<file path="src/shared/gcr_pkg.sv">
// global chip control register bank: offsets, field positions, defaults
// assumes nothing beyond a single clock domain using these constants
package gcr_pkg;
  // register offsets within the indexed configuration space
  localparam logic [7:0] GCR_OFF_SWRST = 8'h02;
  localparam logic [7:0] GCR_OFF_LDN = 8'h07;
  localparam logic [7:0] GCR_OFF_ID_HI = 8'h20;
  localparam logic [7:0] GCR_OFF_ID_LO = 8'h21;
  localparam logic [7:0] GCR_OFF_PWR = 8'h22;
  localparam logic [7:0] GCR_OFF_IPD = 8'h23;
  localparam logic [7:0] GCR_OFF_OPT = 8'h24;
  localparam logic [7:0] GCR_OFF_TRI = 8'h25;
  // values after reset and writable bit masks
  localparam logic [7:0] GCR_RST_LDN = 8'h00;
  localparam logic [7:0] GCR_RST_PWR = 8'hFF;
  localparam logic [7:0] GCR_RST_IPD = 8'h00;
  localparam logic [7:0] GCR_RST_OPT = 8'h40;
  localparam logic [7:0] GCR_RST_TRI = 8'h00;
  localparam logic [7:0] GCR_MSK_PWR = 8'h79;
  localparam logic [7:0] GCR_MSK_IPD = 8'h01;
  localparam logic [7:0] GCR_MSK_OPT = 8'hFA;
  localparam logic [7:0] GCR_MSK_TRI = 8'h39;
  // field positions
  localparam int GCR_B_SWRST = 0;
  localparam int GCR_B_HWMON = 6;
  localparam int GCR_B_SERB = 5;
  localparam int GCR_B_SERA = 4;
  localparam int GCR_B_PAR = 3;
  localparam int GCR_B_FDC = 0;
  localparam int GCR_B_IPD = 0;
  localparam int GCR_B_CPUFAN1 = 7;
  localparam int GCR_B_INPUT_CLOCK_RATE_SELECT = 6;
  localparam int GCR_B_AUXFAN = 5;
  localparam int GCR_B_SYSFAN = 4;
  localparam int GCR_B_CPUFAN0 = 3;
  localparam int GCR_B_KBC = 2;
  localparam int GCR_B_FLASH = 1;
  // configuration port keys and base addresses
  localparam logic [7:0] GCR_KEY_ENTER = 8'h87;
  localparam logic [7:0] GCR_KEY_EXIT = 8'hAA;
  localparam logic [15:0] GCR_PORT_BASE0 = 16'h002E;
  localparam logic [15:0] GCR_PORT_BASE1 = 16'h004E;
  localparam logic [7:0] GCR_RD_IDLE = 8'hFF;
  // clocks after reset release before straps are trusted
  localparam logic [1:0] GCR_STRAP_SETTLE = 2'h3;
  typedef enum logic [2:0] {
    GCR_LOCKED = 3'h1,
    GCR_KEY1 = 3'h2,
    GCR_OPEN = 3'h4
  } gcr_cfg_state_t;
endpackage

</file>
<file path="src/shared/gcr_ctl_if.sv">
// control signals shared between the register bank, strap capture and pin mux
// assumes all three sit on the same clock
`timescale 1ns/1ps
interface gcr_ctl_if;
  logic strap_kbc;
  logic strap_flash;
  logic strap_port_sel;
  logic strap_load;
  logic flash_en;
  logic chip_pd;
  modport strap (output strap_kbc, output strap_flash, output strap_port_sel,
    output strap_load);
  modport core (input strap_kbc, input strap_flash, input strap_port_sel,
    input strap_load, output flash_en, output chip_pd);
  modport mux (input flash_en, input chip_pd);
endinterface

</file>
<file path="src/gcr_strap_capture.sv">
// power-on strap synchroniser and latch
// assumes strap pins are static around reset release
`timescale 1ns/1ps
module gcr_strap_capture
  import gcr_pkg::*;
(
  input wire logic clk,
  input wire logic nrst,
  input wire logic [2:0] strap_pins,
  gcr_ctl_if.strap ctl
);
  logic [2:0] sync1_q;
  logic [2:0] sync2_q;
  logic [2:0] latch_q;
  logic [1:0] settle_q;
  logic load_q;

  // two-stage synchroniser, first stage read only by the second
  always_ff @(posedge clk or negedge nrst) begin
    if (!nrst) begin
      sync1_q <= 3'h0;
      sync2_q <= 3'h0;
    end else begin
      sync1_q <= strap_pins;
      sync2_q <= sync1_q;
    end
  end

  // wait for the synchroniser to fill, then latch once
  always_ff @(posedge clk or negedge nrst) begin
    if (!nrst) begin
      settle_q <= 2'h0;
      load_q <= 1'b0;
      latch_q <= 3'h0;
    end else begin
      load_q <= 1'b0;
      if (settle_q != GCR_STRAP_SETTLE) begin
        settle_q <= settle_q + 2'h1;
        if (settle_q == GCR_STRAP_SETTLE - 2'h1) begin
          latch_q <= sync2_q;
          load_q <= 1'b1;
        end
      end
    end
  end

  assign ctl.strap_kbc = latch_q[0];
  assign ctl.strap_flash = latch_q[1];
  assign ctl.strap_port_sel = latch_q[2];
  assign ctl.strap_load = load_q;
endmodule // gcr_strap_capture

</file>
<file path="src/gcr_pin_mux.sv">
// shared pin routing between serial flash and gpio/fan/beeper functions
// assumes core-side sources are on clk; pad inputs are asynchronous
`timescale 1ns/1ps
module gcr_pin_mux (
  input wire logic clk,
  input wire logic nrst,
  gcr_ctl_if.mux ctl,
  input wire logic flash_sck,
  input wire logic flash_ce_n,
  input wire logic flash_dout,
  input wire logic beep,
  input wire logic gpio_23_out,
  input wire logic gpio_23_oe,
  input wire logic gpio_22_out,
  input wire logic gpio_22_oe,
  input wire logic pin2_in,
  input wire logic pin19_in,
  input wire logic pin58_in,
  output logic pin2_out,
  output logic pin2_oe,
  output logic pin19_out,
  output logic pin19_oe,
  output logic pin118_out,
  output logic pin118_oe,
  output logic gpio_23_in,
  output logic gpio_22_in,
  output logic aux_fan_tach_in,
  output logic flash_din
);
  logic [2:0] sync1_q;
  logic [2:0] sync2_q;

  always_ff @(posedge clk or negedge nrst) begin
    if (!nrst) begin
      sync1_q <= 3'h0;
      sync2_q <= 3'h0;
    end else begin
      sync1_q <= {pin58_in, pin19_in, pin2_in};
      sync2_q <= sync1_q;
    end
  end

  // outputs float during whole-chip power down
  always_ff @(posedge clk or negedge nrst) begin
    if (!nrst) begin
      pin2_out <= 1'b0;
      pin2_oe <= 1'b0;
      pin19_out <= 1'b0;
      pin19_oe <= 1'b0;
      pin118_out <= 1'b0;
      pin118_oe <= 1'b0;
    end else if (ctl.flash_en) begin
      pin2_out <= flash_sck;
      pin2_oe <= !ctl.chip_pd;
      pin19_out <= flash_ce_n;
      pin19_oe <= !ctl.chip_pd;
      pin118_out <= flash_dout;
      pin118_oe <= !ctl.chip_pd;
    end else begin
      pin2_out <= gpio_23_out;
      pin2_oe <= gpio_23_oe && !ctl.chip_pd;
      pin19_out <= gpio_22_out;
      pin19_oe <= gpio_22_oe && !ctl.chip_pd;
      pin118_out <= beep;
      pin118_oe <= !ctl.chip_pd;
    end
  end

  // unselected functions see a quiet zero
  always_ff @(posedge clk or negedge nrst) begin
    if (!nrst) begin
      gpio_23_in <= 1'b0;
      gpio_22_in <= 1'b0;
      aux_fan_tach_in <= 1'b0;
      flash_din <= 1'b0;
    end else begin
      gpio_23_in <= !ctl.flash_en && sync2_q[0];
      gpio_22_in <= !ctl.flash_en && sync2_q[1];
      aux_fan_tach_in <= !ctl.flash_en && sync2_q[2];
      flash_din <= ctl.flash_en && sync2_q[2];
    end
  end
endmodule // gcr_pin_mux

</file>
<file path="src/gcr_regs.sv">
// global chip control registers behind an indexed configuration port
// assumes io_* strobes are single-cycle and synchronous to clk
// Summary of operation
// - writing one to bit 0 of the software reset register resets the chip
// - 8-bit logical device number, read/write, zero after reset
// - two read-only identity bytes; low nibble of low byte is revision
// - power-down register defaults all ones; zero powers a function down
// - immediate power-down bit, zero after reset, powers the whole chip down
// - option bit 7 picks cpu fan 1 drive: zero push-pull, one open-drain
// - option bit 5 picks aux fan drive: zero push-pull, one open-drain
// - option bit 4 picks system fan drive: zero open-drain, one push-pull
// - option bit 3 picks cpu fan 0 drive: zero open-drain, one push-pull
// - option bit 6 gives input clock rate: zero 24 MHz, one 48 MHz
// - option bit 2 is read-only keyboard controller enable from strap
// - option bit 1 loads serial flash enable from strap, stays writable
// - flash enable routes four shared pins to flash or gpio/fan/beeper
// - tri-state register, zero after reset, bits 5, 4, 3 and 0
`timescale 1ns/1ps
module gcr_regs
  import gcr_pkg::*;
#(
  parameter logic [7:0] ID_HIGH = 8'h5A, // arbitrary identity value
  parameter logic [3:0] ID_FAMILY = 4'h3, // arbitrary identity value
  parameter logic [3:0] ID_REVISION = 4'h1 // arbitrary revision value
) (
  input wire logic clk,
  input wire logic nrst,
  input wire logic [15:0] io_addr,
  input wire logic io_wr,
  input wire logic io_rd,
  input wire logic [7:0] io_wdata,
  output logic [7:0] io_rdata,
  output logic io_rvalid,
  input wire logic strap_kbc_pin,
  input wire logic strap_flash_pin,
  input wire logic strap_port_sel_pin,
  output logic soft_reset,
  output logic [7:0] ldn,
  output logic hw_monitor_pwr,
  output logic serial_port_b_pwr,
  output logic serial_port_a_pwr,
  output logic parallel_port_pwr,
  output logic floppy_controller_pwr,
  output logic immediate_power_down,
  output logic cpu_fan_drive_1_od,
  output logic aux_fan_drive_od,
  output logic system_fan_drive_pp,
  output logic cpu_fan_drive_0_pp,
  output logic input_clock_rate_select,
  output logic keyboard_controller_en,
  output logic serial_flash_en,
  output logic config_port_select,
  output logic serial_b_hiz,
  output logic serial_a_hiz,
  output logic parallel_hiz,
  output logic floppy_hiz,
  input wire logic flash_sck,
  input wire logic flash_ce_n,
  input wire logic flash_dout,
  input wire logic beep,
  input wire logic gpio_23_out,
  input wire logic gpio_23_oe,
  input wire logic gpio_22_out,
  input wire logic gpio_22_oe,
  output logic gpio_23_in,
  output logic gpio_22_in,
  output logic aux_fan_tach_in,
  output logic flash_din,
  input wire logic pin2_in,
  output logic pin2_out,
  output logic pin2_oe,
  input wire logic pin19_in,
  output logic pin19_out,
  output logic pin19_oe,
  input wire logic pin58_in,
  output logic pin118_out,
  output logic pin118_oe
);
  import gcr_pkg::*;

  gcr_ctl_if ctl ();

  gcr_cfg_state_t state_q;
  logic [7:0] index_q;
  logic [7:0] ldn_q;
  logic [7:0] pwr_q;
  logic [7:0] ipd_q;
  logic [7:0] opt_q;
  logic [7:0] tri_q;
  logic [7:0] rdata_q;
  logic rvalid_q;
  logic swrst_q;
  logic [15:0] base;
  logic idx_hit;
  logic dat_hit;
  logic reg_wr;
  logic [7:0] opt_view;

  // matches an i/o address against one port of the pair
  function automatic logic port_hit(input logic [15:0] a, input logic [15:0] p);
    port_hit = (a == p);
  endfunction

  // merge new data into the writable bits only, reserved bits hold
  function automatic logic [7:0] merge(input logic [7:0] old,
    input logic [7:0] nw, input logic [7:0] msk);
    merge = (old & ~msk) | (nw & msk);
  endfunction

  gcr_strap_capture u_strap (
    .clk(clk),
    .nrst(nrst),
    .strap_pins({strap_port_sel_pin, strap_flash_pin, strap_kbc_pin}),
    .ctl(ctl.strap)
  );

  gcr_pin_mux u_mux (
    .clk(clk),
    .nrst(nrst),
    .ctl(ctl.mux),
    .flash_sck(flash_sck),
    .flash_ce_n(flash_ce_n),
    .flash_dout(flash_dout),
    .beep(beep),
    .gpio_23_out(gpio_23_out),
    .gpio_23_oe(gpio_23_oe),
    .gpio_22_out(gpio_22_out),
    .gpio_22_oe(gpio_22_oe),
    .pin2_in(pin2_in),
    .pin19_in(pin19_in),
    .pin58_in(pin58_in),
    .pin2_out(pin2_out),
    .pin2_oe(pin2_oe),
    .pin19_out(pin19_out),
    .pin19_oe(pin19_oe),
    .pin118_out(pin118_out),
    .pin118_oe(pin118_oe),
    .gpio_23_in(gpio_23_in),
    .gpio_22_in(gpio_22_in),
    .aux_fan_tach_in(aux_fan_tach_in),
    .flash_din(flash_din)
  );

  // port pair location follows the strap; data port sits at base + 1
  assign base = ctl.strap_port_sel ? GCR_PORT_BASE1 : GCR_PORT_BASE0;
  assign idx_hit = port_hit(io_addr, base);
  assign dat_hit = port_hit(io_addr, base + 16'h0001);
  assign reg_wr = io_wr && dat_hit && (state_q == GCR_OPEN);
  assign ctl.flash_en = opt_q[GCR_B_FLASH];
  assign ctl.chip_pd = ipd_q[GCR_B_IPD];

  // unlock sequence: two back-to-back entry keys open, exit key closes
  always_ff @(posedge clk or negedge nrst) begin
    if (!nrst) begin
      state_q <= GCR_LOCKED;
    end else if (io_wr && idx_hit) begin
      case (state_q)
        GCR_LOCKED: begin
          if (io_wdata == GCR_KEY_ENTER) state_q <= GCR_KEY1;
        end
        GCR_KEY1: begin
          state_q <= (io_wdata == GCR_KEY_ENTER) ? GCR_OPEN : GCR_LOCKED;
        end
        GCR_OPEN: begin
          if (io_wdata == GCR_KEY_EXIT) state_q <= GCR_LOCKED;
        end
        default: begin
          state_q <= GCR_LOCKED;
        end
      endcase
    end
  end

  // index register only moves while the port is open
  always_ff @(posedge clk or negedge nrst) begin
    if (!nrst) begin
      index_q <= 8'h00;
    end else if (io_wr && idx_hit && state_q == GCR_OPEN && io_wdata != GCR_KEY_EXIT) begin
      index_q <= io_wdata;
    end
  end

  // software reset: single pulse, never latched, so it can fire again
  always_ff @(posedge clk or negedge nrst) begin
    if (!nrst) begin
      swrst_q <= 1'b0;
    end else begin
      swrst_q <= reg_wr && index_q == GCR_OFF_SWRST && io_wdata[GCR_B_SWRST];
    end
  end

  // logical device number; soft reset returns it to default
  always_ff @(posedge clk or negedge nrst) begin
    if (!nrst) begin
      ldn_q <= GCR_RST_LDN;
    end else if (swrst_q) begin
      ldn_q <= GCR_RST_LDN;
    end else if (reg_wr && index_q == GCR_OFF_LDN) begin
      ldn_q <= io_wdata;
    end
  end

  // per-function power down, active low per bit
  always_ff @(posedge clk or negedge nrst) begin
    if (!nrst) begin
      pwr_q <= GCR_RST_PWR;
    end else if (swrst_q) begin
      pwr_q <= GCR_RST_PWR;
    end else if (reg_wr && index_q == GCR_OFF_PWR) begin
      pwr_q <= merge(pwr_q, io_wdata, GCR_MSK_PWR);
    end
  end

  // immediate whole-chip power down
  always_ff @(posedge clk or negedge nrst) begin
    if (!nrst) begin
      ipd_q <= GCR_RST_IPD;
    end else if (swrst_q) begin
      ipd_q <= GCR_RST_IPD;
    end else if (reg_wr && index_q == GCR_OFF_IPD) begin
      ipd_q <= merge(ipd_q, io_wdata, GCR_MSK_IPD);
    end
  end

  // global option: flash enable reloads from its strap on hardware and soft reset
  always_ff @(posedge clk or negedge nrst) begin
    if (!nrst) begin
      opt_q <= GCR_RST_OPT;
    end else if (ctl.strap_load || swrst_q) begin
      opt_q <= GCR_RST_OPT;
      opt_q[GCR_B_FLASH] <= ctl.strap_flash;
    end else if (reg_wr && index_q == GCR_OFF_OPT) begin
      opt_q <= merge(opt_q, io_wdata, GCR_MSK_OPT);
    end
  end

  // interface tri-state controls
  always_ff @(posedge clk or negedge nrst) begin
    if (!nrst) begin
      tri_q <= GCR_RST_TRI;
    end else if (swrst_q) begin
      tri_q <= GCR_RST_TRI;
    end else if (reg_wr && index_q == GCR_OFF_TRI) begin
      tri_q <= merge(tri_q, io_wdata, GCR_MSK_TRI);
    end
  end

  // keyboard enable bit is the strap itself; writes cannot reach it
  always_comb begin
    opt_view = opt_q;
    opt_view[GCR_B_KBC] = ctl.strap_kbc;
  end

  // read path: one-cycle answer; a locked port reads as idle bus
  always_ff @(posedge clk or negedge nrst) begin
    if (!nrst) begin
      rdata_q <= 8'h00;
      rvalid_q <= 1'b0;
    end else begin
      rvalid_q <= io_rd && (idx_hit || dat_hit);
      if (io_rd && state_q != GCR_OPEN) begin
        rdata_q <= GCR_RD_IDLE;
      end else if (io_rd && idx_hit) begin
        rdata_q <= index_q;
      end else if (io_rd && dat_hit) begin
        if (index_q == GCR_OFF_LDN) begin
          rdata_q <= ldn_q;
        end else if (index_q == GCR_OFF_ID_HI) begin
          rdata_q <= ID_HIGH;
        end else if (index_q == GCR_OFF_ID_LO) begin
          rdata_q <= {ID_FAMILY, ID_REVISION};
        end else if (index_q == GCR_OFF_PWR) begin
          rdata_q <= pwr_q;
        end else if (index_q == GCR_OFF_IPD) begin
          rdata_q <= ipd_q;
        end else if (index_q == GCR_OFF_OPT) begin
          rdata_q <= opt_view;
        end else if (index_q == GCR_OFF_TRI) begin
          rdata_q <= tri_q;
        end else begin
          rdata_q <= 8'h00; // write-only and unmapped indices
        end
      end
    end
  end

  // outputs are taken straight from the register flops
  assign io_rdata = rdata_q;
  assign io_rvalid = rvalid_q;
  assign soft_reset = swrst_q;
  assign ldn = ldn_q;
  assign hw_monitor_pwr = pwr_q[GCR_B_HWMON];
  assign serial_port_b_pwr = pwr_q[GCR_B_SERB];
  assign serial_port_a_pwr = pwr_q[GCR_B_SERA];
  assign parallel_port_pwr = pwr_q[GCR_B_PAR];
  assign floppy_controller_pwr = pwr_q[GCR_B_FDC];
  assign immediate_power_down = ipd_q[GCR_B_IPD];
  assign cpu_fan_drive_1_od = opt_q[GCR_B_CPUFAN1];
  assign input_clock_rate_select = opt_q[GCR_B_INPUT_CLOCK_RATE_SELECT];
  assign aux_fan_drive_od = opt_q[GCR_B_AUXFAN];
  assign system_fan_drive_pp = opt_q[GCR_B_SYSFAN];
  assign cpu_fan_drive_0_pp = opt_q[GCR_B_CPUFAN0];
  assign serial_flash_en = opt_q[GCR_B_FLASH];
  // strap latches are flops inside the capture block
  assign keyboard_controller_en = ctl.strap_kbc;
  assign config_port_select = ctl.strap_port_sel;
  // a set bit tells that interface's pad ring to float its outputs
  assign serial_b_hiz = tri_q[GCR_B_SERB];
  assign serial_a_hiz = tri_q[GCR_B_SERA];
  assign parallel_hiz = tri_q[GCR_B_PAR];
  assign floppy_hiz = tri_q[GCR_B_FDC];
endmodule // gcr_regs

</file>
<file path="config.mk">
export PLATFORM = sky130hd
export DESIGN_NAME = gcr_regs
export DESIGN_NICKNAME = d
export VERILOG_FILES = /design/src/shared/gcr_pkg.sv /design/src/shared/gcr_ctl_if.sv /design/src/gcr_strap_capture.sv /design/src/gcr_pin_mux.sv /design/src/gcr_regs.sv
export SDC_FILE = /design/constraint.sdc
export NUM_CORES = 1
export LEC_CHECK = 0
export BUFFER_PORTS_ARGS = -buffer_cell sky130_fd_sc_hd__buf_2
export CORE_ASPECT_RATIO = 1.4
export CORE_MARGIN = 2
export CORE_UTILIZATION = 40
export DETAILED_ROUTE_END_ITERATION = 10
export PLACE_DENSITY = 0.61
export SYNTH_ARGS = -nofsm -noshare
export SYNTH_HDL_FRONTEND = slang
export SYNTH_HIERARCHICAL = 1
export SYNTH_SLANG_ARGS = --single-unit
</file>
<file path="constraint.sdc">
create_clock -name clk -period 3.3 [get_ports clk]
set_input_delay 0 -clock clk [delete_from_list [all_inputs] [get_ports clk]]
set_output_delay 0 -clock clk [all_outputs]
set_load 0.03 [all_outputs]
</file>
### Word-level counts from Yosys, hierarchy flattened

Cells that the tools add are included.

| word-level totals | value |
|---|---|
| register bits after elaboration | 89 |
| input port bits | 42 |
| output and inout port bits | 46 |
| logic and storage cells | 120 |

| operators by class | value |
|---|---|
| add/subtract/negate cells | 2 |
| equal/unequal tests | 21 |
| multiplexer cells | 32 |
| bitwise gates (word level) | 4 |
| reduce and logical (&&, ||, !) cells | 34 |

Operators with widths:

| operator | number |
|---|---|
| 8-bit two-way mux | 20 |
| 8-bit by 6-bit == test with 1-bit output, second input constant | 6 |
| 1-bit logical AND | 22 |
| 16-bit by 7-bit == test with 1-bit output | 1 |
| 16-bit by 8-bit == test with 1-bit output | 1 |
| 8-bit == test, second input constant | 2 |
| 2-bit nonzero test | 5 |
| 3-bit two-way mux | 3 |
| 3-bit one-hot mux with 3 select lines | 1 |
| 7-bit by 1-bit adder with 8-bit output, second input constant | 1 |
| 8-bit by 2-bit == test with 1-bit output, second input constant | 1 |
| 8-bit by 3-bit == test with 1-bit output, second input constant | 1 |
| 8-bit != test, second input constant | 1 |
| 3-bit by 8-bit bitwise OR with 8-bit output | 1 |
| 8-bit by 1-bit bitwise OR with 8-bit output | 1 |
| 8-bit by 6-bit bitwise OR with 8-bit output | 1 |
| 8-bit by 7-bit bitwise OR with 8-bit output | 1 |
| 1-bit two-way mux | 7 |
| 7-bit two-way mux | 1 |
| 2-bit != test, second input constant | 3 |
| 3-bit by 1-bit == test with 1-bit output, second input constant | 1 |
| 3-bit by 2-bit == test with 1-bit output, second input constant | 1 |
| 3-bit == test, second input constant | 1 |
| 3-bit != test, second input constant | 1 |
| 7 further kinds | 9 |

### Depth between registers and ports, before layout

| depth | value |
|---|---|
| depth in word-level cells | 11 |
| depth in mapped cells | 6 |
| mapped depth without buffers | 5 |

### Modules after synthesis

The synthesis kept the hierarchy.

Modules (own cells, without submodules):

| module | times used | cells each | area an instance (um^2) | sequential area each (um^2) |
|---|---|---|---|---|
| gcr_regs | 1 | 237 | 2499.9 | 1161.1 |
| gcr_pin_mux | 1 | 27 | 514.2 | 400.4 |
| gcr_strap_capture | 1 | 21 | 380.4 | 300.3 |

### Worst setup path before layout

Ideal clock, no wire load.

| path | value |
|---|---|
| path type | register -> register |
| start | register u_strap.latch_q[2] |
| end | register index_q[0] |
| library setup time | 0.125 ns |
| arrival time | 2.342 ns |
| required time | 3.175 ns |
| path slack | 0.833 ns |
| cell stages (with the launch flop) | 6 |
| buffers on the path | 0 |
| period minus slack after synthesis | 2.467 ns |
| cells stage by stage | dfrtp_1 or3b_1 a2111o_1 nor3_1 nand4_2 mux2_2 |

| on the way | value |
|---|---|
| word-level cells in the longest chain between the ends | 5 |

RTL lines:

| item | line | source |
|---|---|---|
| from (decl) | gcr_strap_capture.sv:14 | `logic [2:0] latch_q;` |
| from (signal assigned) | gcr_strap_capture.sv:40 | `latch_q <= sync2_q;` |
| 7-bit two-way mux | gcr_regs.sv:145 | `assign base = ctl.strap_port_sel ? GCR_PORT_BASE1 : GCR_PORT_BASE0;` |
| 16-bit by 7-bit == test with 1-bit output | gcr_regs.sv:101 | `port_hit = (a == p);` |
| 1-bit logical AND (3 in series) | gcr_regs.sv:178 | `end else if (io_wr && idx_hit && state_q == GCR_OPEN && io_wdata != GCR_KEY_EXIT) begin` |
| to (signal assigned) | gcr_regs.sv:179 | `index_q <= io_wdata;` |
| to (decl) | gcr_regs.sv:84 | `logic [7:0] index_q;` |

No other way between the ends.
A chain may end at the register's enable or synchronous reset.

### Final worst setup path

| path | value |
|---|---|
| start | register u_strap.latch_q[2] |
| end | register index_q[4] |

The elaborated chain is that of the path after synthesis.

==> impl.org <==
** Yosys
- Sequential fraction of the synthesis area :: around 55%
- Of the post-synthesis cell area, the dominant cell type holds 48.65%.
- Area of the mapped netlist :: 3395 um^2
- Yosys printed 6 warnings.
- The number of nets in the synthesized netlist is 329.
- The largest total area in the synthesized netlist belongs to sky130_fd_sc_hd__dfrtp_1.
- Top flip-flop cell by instance count after synthesis :: sky130_fd_sc_hd__dfrtp_1
- Number of unique standard cell types used by synthesis :: 53
- Top cells by area, synth :: sky130_fd_sc_hd__dfrtp_1 49%, sky130_fd_sc_hd__dfstp_2 6.2%, sky130_fd_sc_hd__mux2i_1 5.6%, sky130_fd_sc_hd__mux2_2 5.3%, sky130_fd_sc_hd__nor2_1 2.0%
- Number of storage elements in the synthesis netlist :: 74
- Gate count after technology mapping :: 285
- Count of flip-flops with a built-in enable after synthesis :: 0
- Ys async rst share :: 100.0%
- Commonest cells in the netlist :: 66 x sky130_fd_sc_hd__dfrtp_1, 19 x sky130_fd_sc_hd__mux2i_1, 18 x sky130_fd_sc_hd__nor2_1, 17 x sky130_fd_sc_hd__nand2_1, 16 x sky130_fd_sc_hd__mux2_2
- In this run the mean area of a mapped cell was 11.91 um^2.
- sky130_fd_sc_hd__dfrtp_1 is the most common cell in the netlist.

** Setup path
- STA puts the critical path data required time at 3520 ps.
- Crit path largest cell delay :: between 600 and 700 ps
- Number of buffer and inverter instances along the worst setup path :: 0
- The worst setup path is of the flop to flop kind.
- The critical path crosses 5 cells after its start point.
- Data arrival, critical path :: 2940 ps
- The worst setup path is captured at a flop.
- Traced cell by cell, the critical path runs through or3b_1, a2111o_1, nor3_1, nand4_2, mux2_2.
- In this run the worst path has a maximum fanout of 13.
- Slowest library cell on the worst path :: sky130_fd_sc_hd__a2111o_1
- Largest delay contributor family on the critical path :: simple AND/OR/NAND/NOR gates
- Reg2reg path depth :: 5
- Reg-to-reg startpoint :: u_strap/latch_q[2]
- Startpoint class of the critical path :: flop
- The setup check on the worst reg-to-reg path leaves a slack of 580 ps.
- In this run the worst setup path begins at u_strap/latch_q[2].

** Timing
- The clock arrives with approximately 4.6 ps of skew.
- Final hold analysis gives a worst-case slack of 5.631 ps.
- Final critical-path required period :: 2723 ps
- Derived from the worst setup path, the maximum achievable clock frequency is 367.2 MHz.
- The final count of hold timing violations is 0.
- Setup violations remaining at the end of the flow were counted as 0.
- For the pin with the worst max-slew slack, the measured transition is 885.7 ps.
- The count of pins over their slew limit came to 0.
- Headroom to the max-slew limit came out at 40.96%.
- Unrepaired setup endpoints after global routing :: no
- After routing, the total negative slack on setup checks comes to 0 ps.
- The worst path uses 82.52% of the clock period.

** Floorplan
- For this configuration, the core starts out at a cell density of 41.41%.
- The die covers 9250 um^2.
- From bottom edge to top edge, the die measures 113 um.
- The region available for standard cell placement spans 8198 um^2.
- The die is 81.86 um wide.
- Number of rows created at floorplan :: 39
- 88 I/O pins were placed.

** Run
- Max-cap violations :: 0

** Final layout
- Number of antenna repair diodes :: 0
- Layout area overhead :: 31.92%
- Register area :: 1862 um^2
- Cells with a size suffix above 1 make up around 37% of the layout.
- Net count of the finished layout :: roughly 450
- Filler cells :: between 700 and 800
- In the final layout, the multi-input gates occupy 1453 um^2.
- Fraction of the core area covered by cells at the end of the flow :: 54.62%

** Routing
- After detailed routing, the number of remaining DRC violations is 0.
- The final layout contains routed wiring with a total length of 8606 um.
- Vias per Instance :: approximately 5.3
- Number of nets still failing antenna checks after routing :: 0
- Before antenna repair, the detailed router went through 4 iterations.
- For this block, the initial DRC count from the detailed router was between 100 and 150.
- Dividing the detail-routed wire length by the instance count gives 16.94 um.
- The final route contains between 2,000 and 3,000 vias.

** Global route
- The first global-routing pass estimated 13,570 um of wire.
- Summed over all layers, the global routing overflow is 0.
- The via count of the first global-routing pass is 2,641.
- Global routing consumed, over all layers together, 19.68% of the routing resources.
- Entering global routing, the biggest net connects between 40 and 50 pins.
- Number of antenna violations at the first check in global routing :: 0

** Clock tree
- The clock tree synthesis step divided the H-tree into 3 levels.
- Number of clock sinks :: 74
- Setup Fix Bufs, Post-CTS :: 0
- Root Buffer Master :: sky130_fd_sc_hd__clkbuf_16
- Number of hold buffers added after cts :: 22
- Once the clock tree was built, the resizer swapped 0 gates to a different size.
- Worst-path clk slew :: 60 ps
- Number of buffers created by CTS :: 9
- The clock reaches the later pin of the worst-skew pair after approximately 330 ps.
- CTS tree :: yes
- Number of buffers between clock root and the deepest sink :: 2

** Pwr
- Leakage :: 2.087 nW
- Power per unit of standard cell area :: approximately 450 nW/um^2
- Worst vdd rail ir drop :: ~330 uV

** Status
- The run finished with clean final reports.

** Worst hold path
- Startpoint of the most critical hold path :: io_wdata[5]
- Along the worst hold path, the cell count comes to 2.
- In this run the worst hold path is classified as primary input to flop.

** Placed design
- Input and output buffers added on the ports amount to 87.
- Sum of net half-perimeters after detailed placement :: 6187 um
- Final weighted congestion in routability-driven placement :: 0.8217
-- placed cells by master (no fill, tap or decap), drive strengths merged, types with 11 or more instances in the layout --
cell / instances
mux2i: 19
mux2: 19
buf: 94
nor4: 11
nor2: 18
dfrtp: 66
dlygate4sd3: 22
clkbuf: 11
a21oi: 11
nand2: 17
-- worst paths after layout --
check | to
setup / recovery | index_q[4]
hold / removal | pwr_q[5]
setup reg to reg | index_q[4]
hold reg to reg | u_mux/sync2_q[1]
max in group asynchronous | ldn[3]
min in group asynchronous | u_mux/sync1_q[1]
-- sequential cells by signal (all words and copies together), names as in the netlist, 3 cells and up --
signal	cells
state_q	3
tri_q	4
io_rdata	8
u_strap/latch_q	3
u_strap/sync1_q	3
index_q	8
u_mux/sync2_q	3
ldn	8
opt_q	6
u_mux/sync1_q	3
u_strap/sync2_q	3
pwr_q	6
-- layer usage --
layer / global-route usage, % / wire, um / share of wire (%) / vias to the layer above
met4: 9.444 / 258 / 3.0 / 0
met1: 24.27 / 3487 / 41 / 1327
met3: 3.907 / 346 / 4.0 / 19
met2: 32.47 / 4514 / 52 / 68
li1: - / - / - / 1298
met5: 0 / 0 / 0 / -
-- power by group --
| part | switching (mW) | total [mW] | internal (mW) | leakage, nW |
|---|---|---|---|---|
| combinational | 0.0658 | 0.121 | 0.0552 | 1.04 |
| sequential | 0.00772 | 0.932 | 0.925 | 0.892 |
| clock | 0.361 | 0.983 | 0.622 | 0.151 |
-- metrics by stage --
step           setup WS [ps]  instance area, um^2  cells  power [mW]
6_report               576.7                 4478    508       2.036
3_5_place_dp           582.2                 3953    470       1.050
3_3_place_gp           636.2                 3953    470       1.046
5_1_grt                454.6                 4478    508       2.104
2_1_floorplan          833.1                 3395    285      0.9854
4_1_cts                574.2                 4478    508       2.058
-- cell families after synthesis --
kind of cell             Yosys count  share of synthesized area [%]
flip-flops                        74                          54.85
buffers and inverters             17                          2.359
AO/OA/AOI/OAI                     52                          10.47
adder cells (fa/ha/maj)            2                         0.7371
AND/OR/NAND/NOR                  101                          19.09
multiplexers                      38                          12.24
XOR/XNOR                           1                         0.2581
-- area by class of cell --
class | count | area share [%]
timing repair buffer | 116 | 15.81
inverter | 6 | 0.5029
multi-input combinational | 194 | 32.44
sequential | 74 | 41.58
clock inverter | 5 | 1.174
tap | 102 | 2.850
clock buffer | 11 | 5.644
No activity file was read; power rests on OpenSTA's default activity.
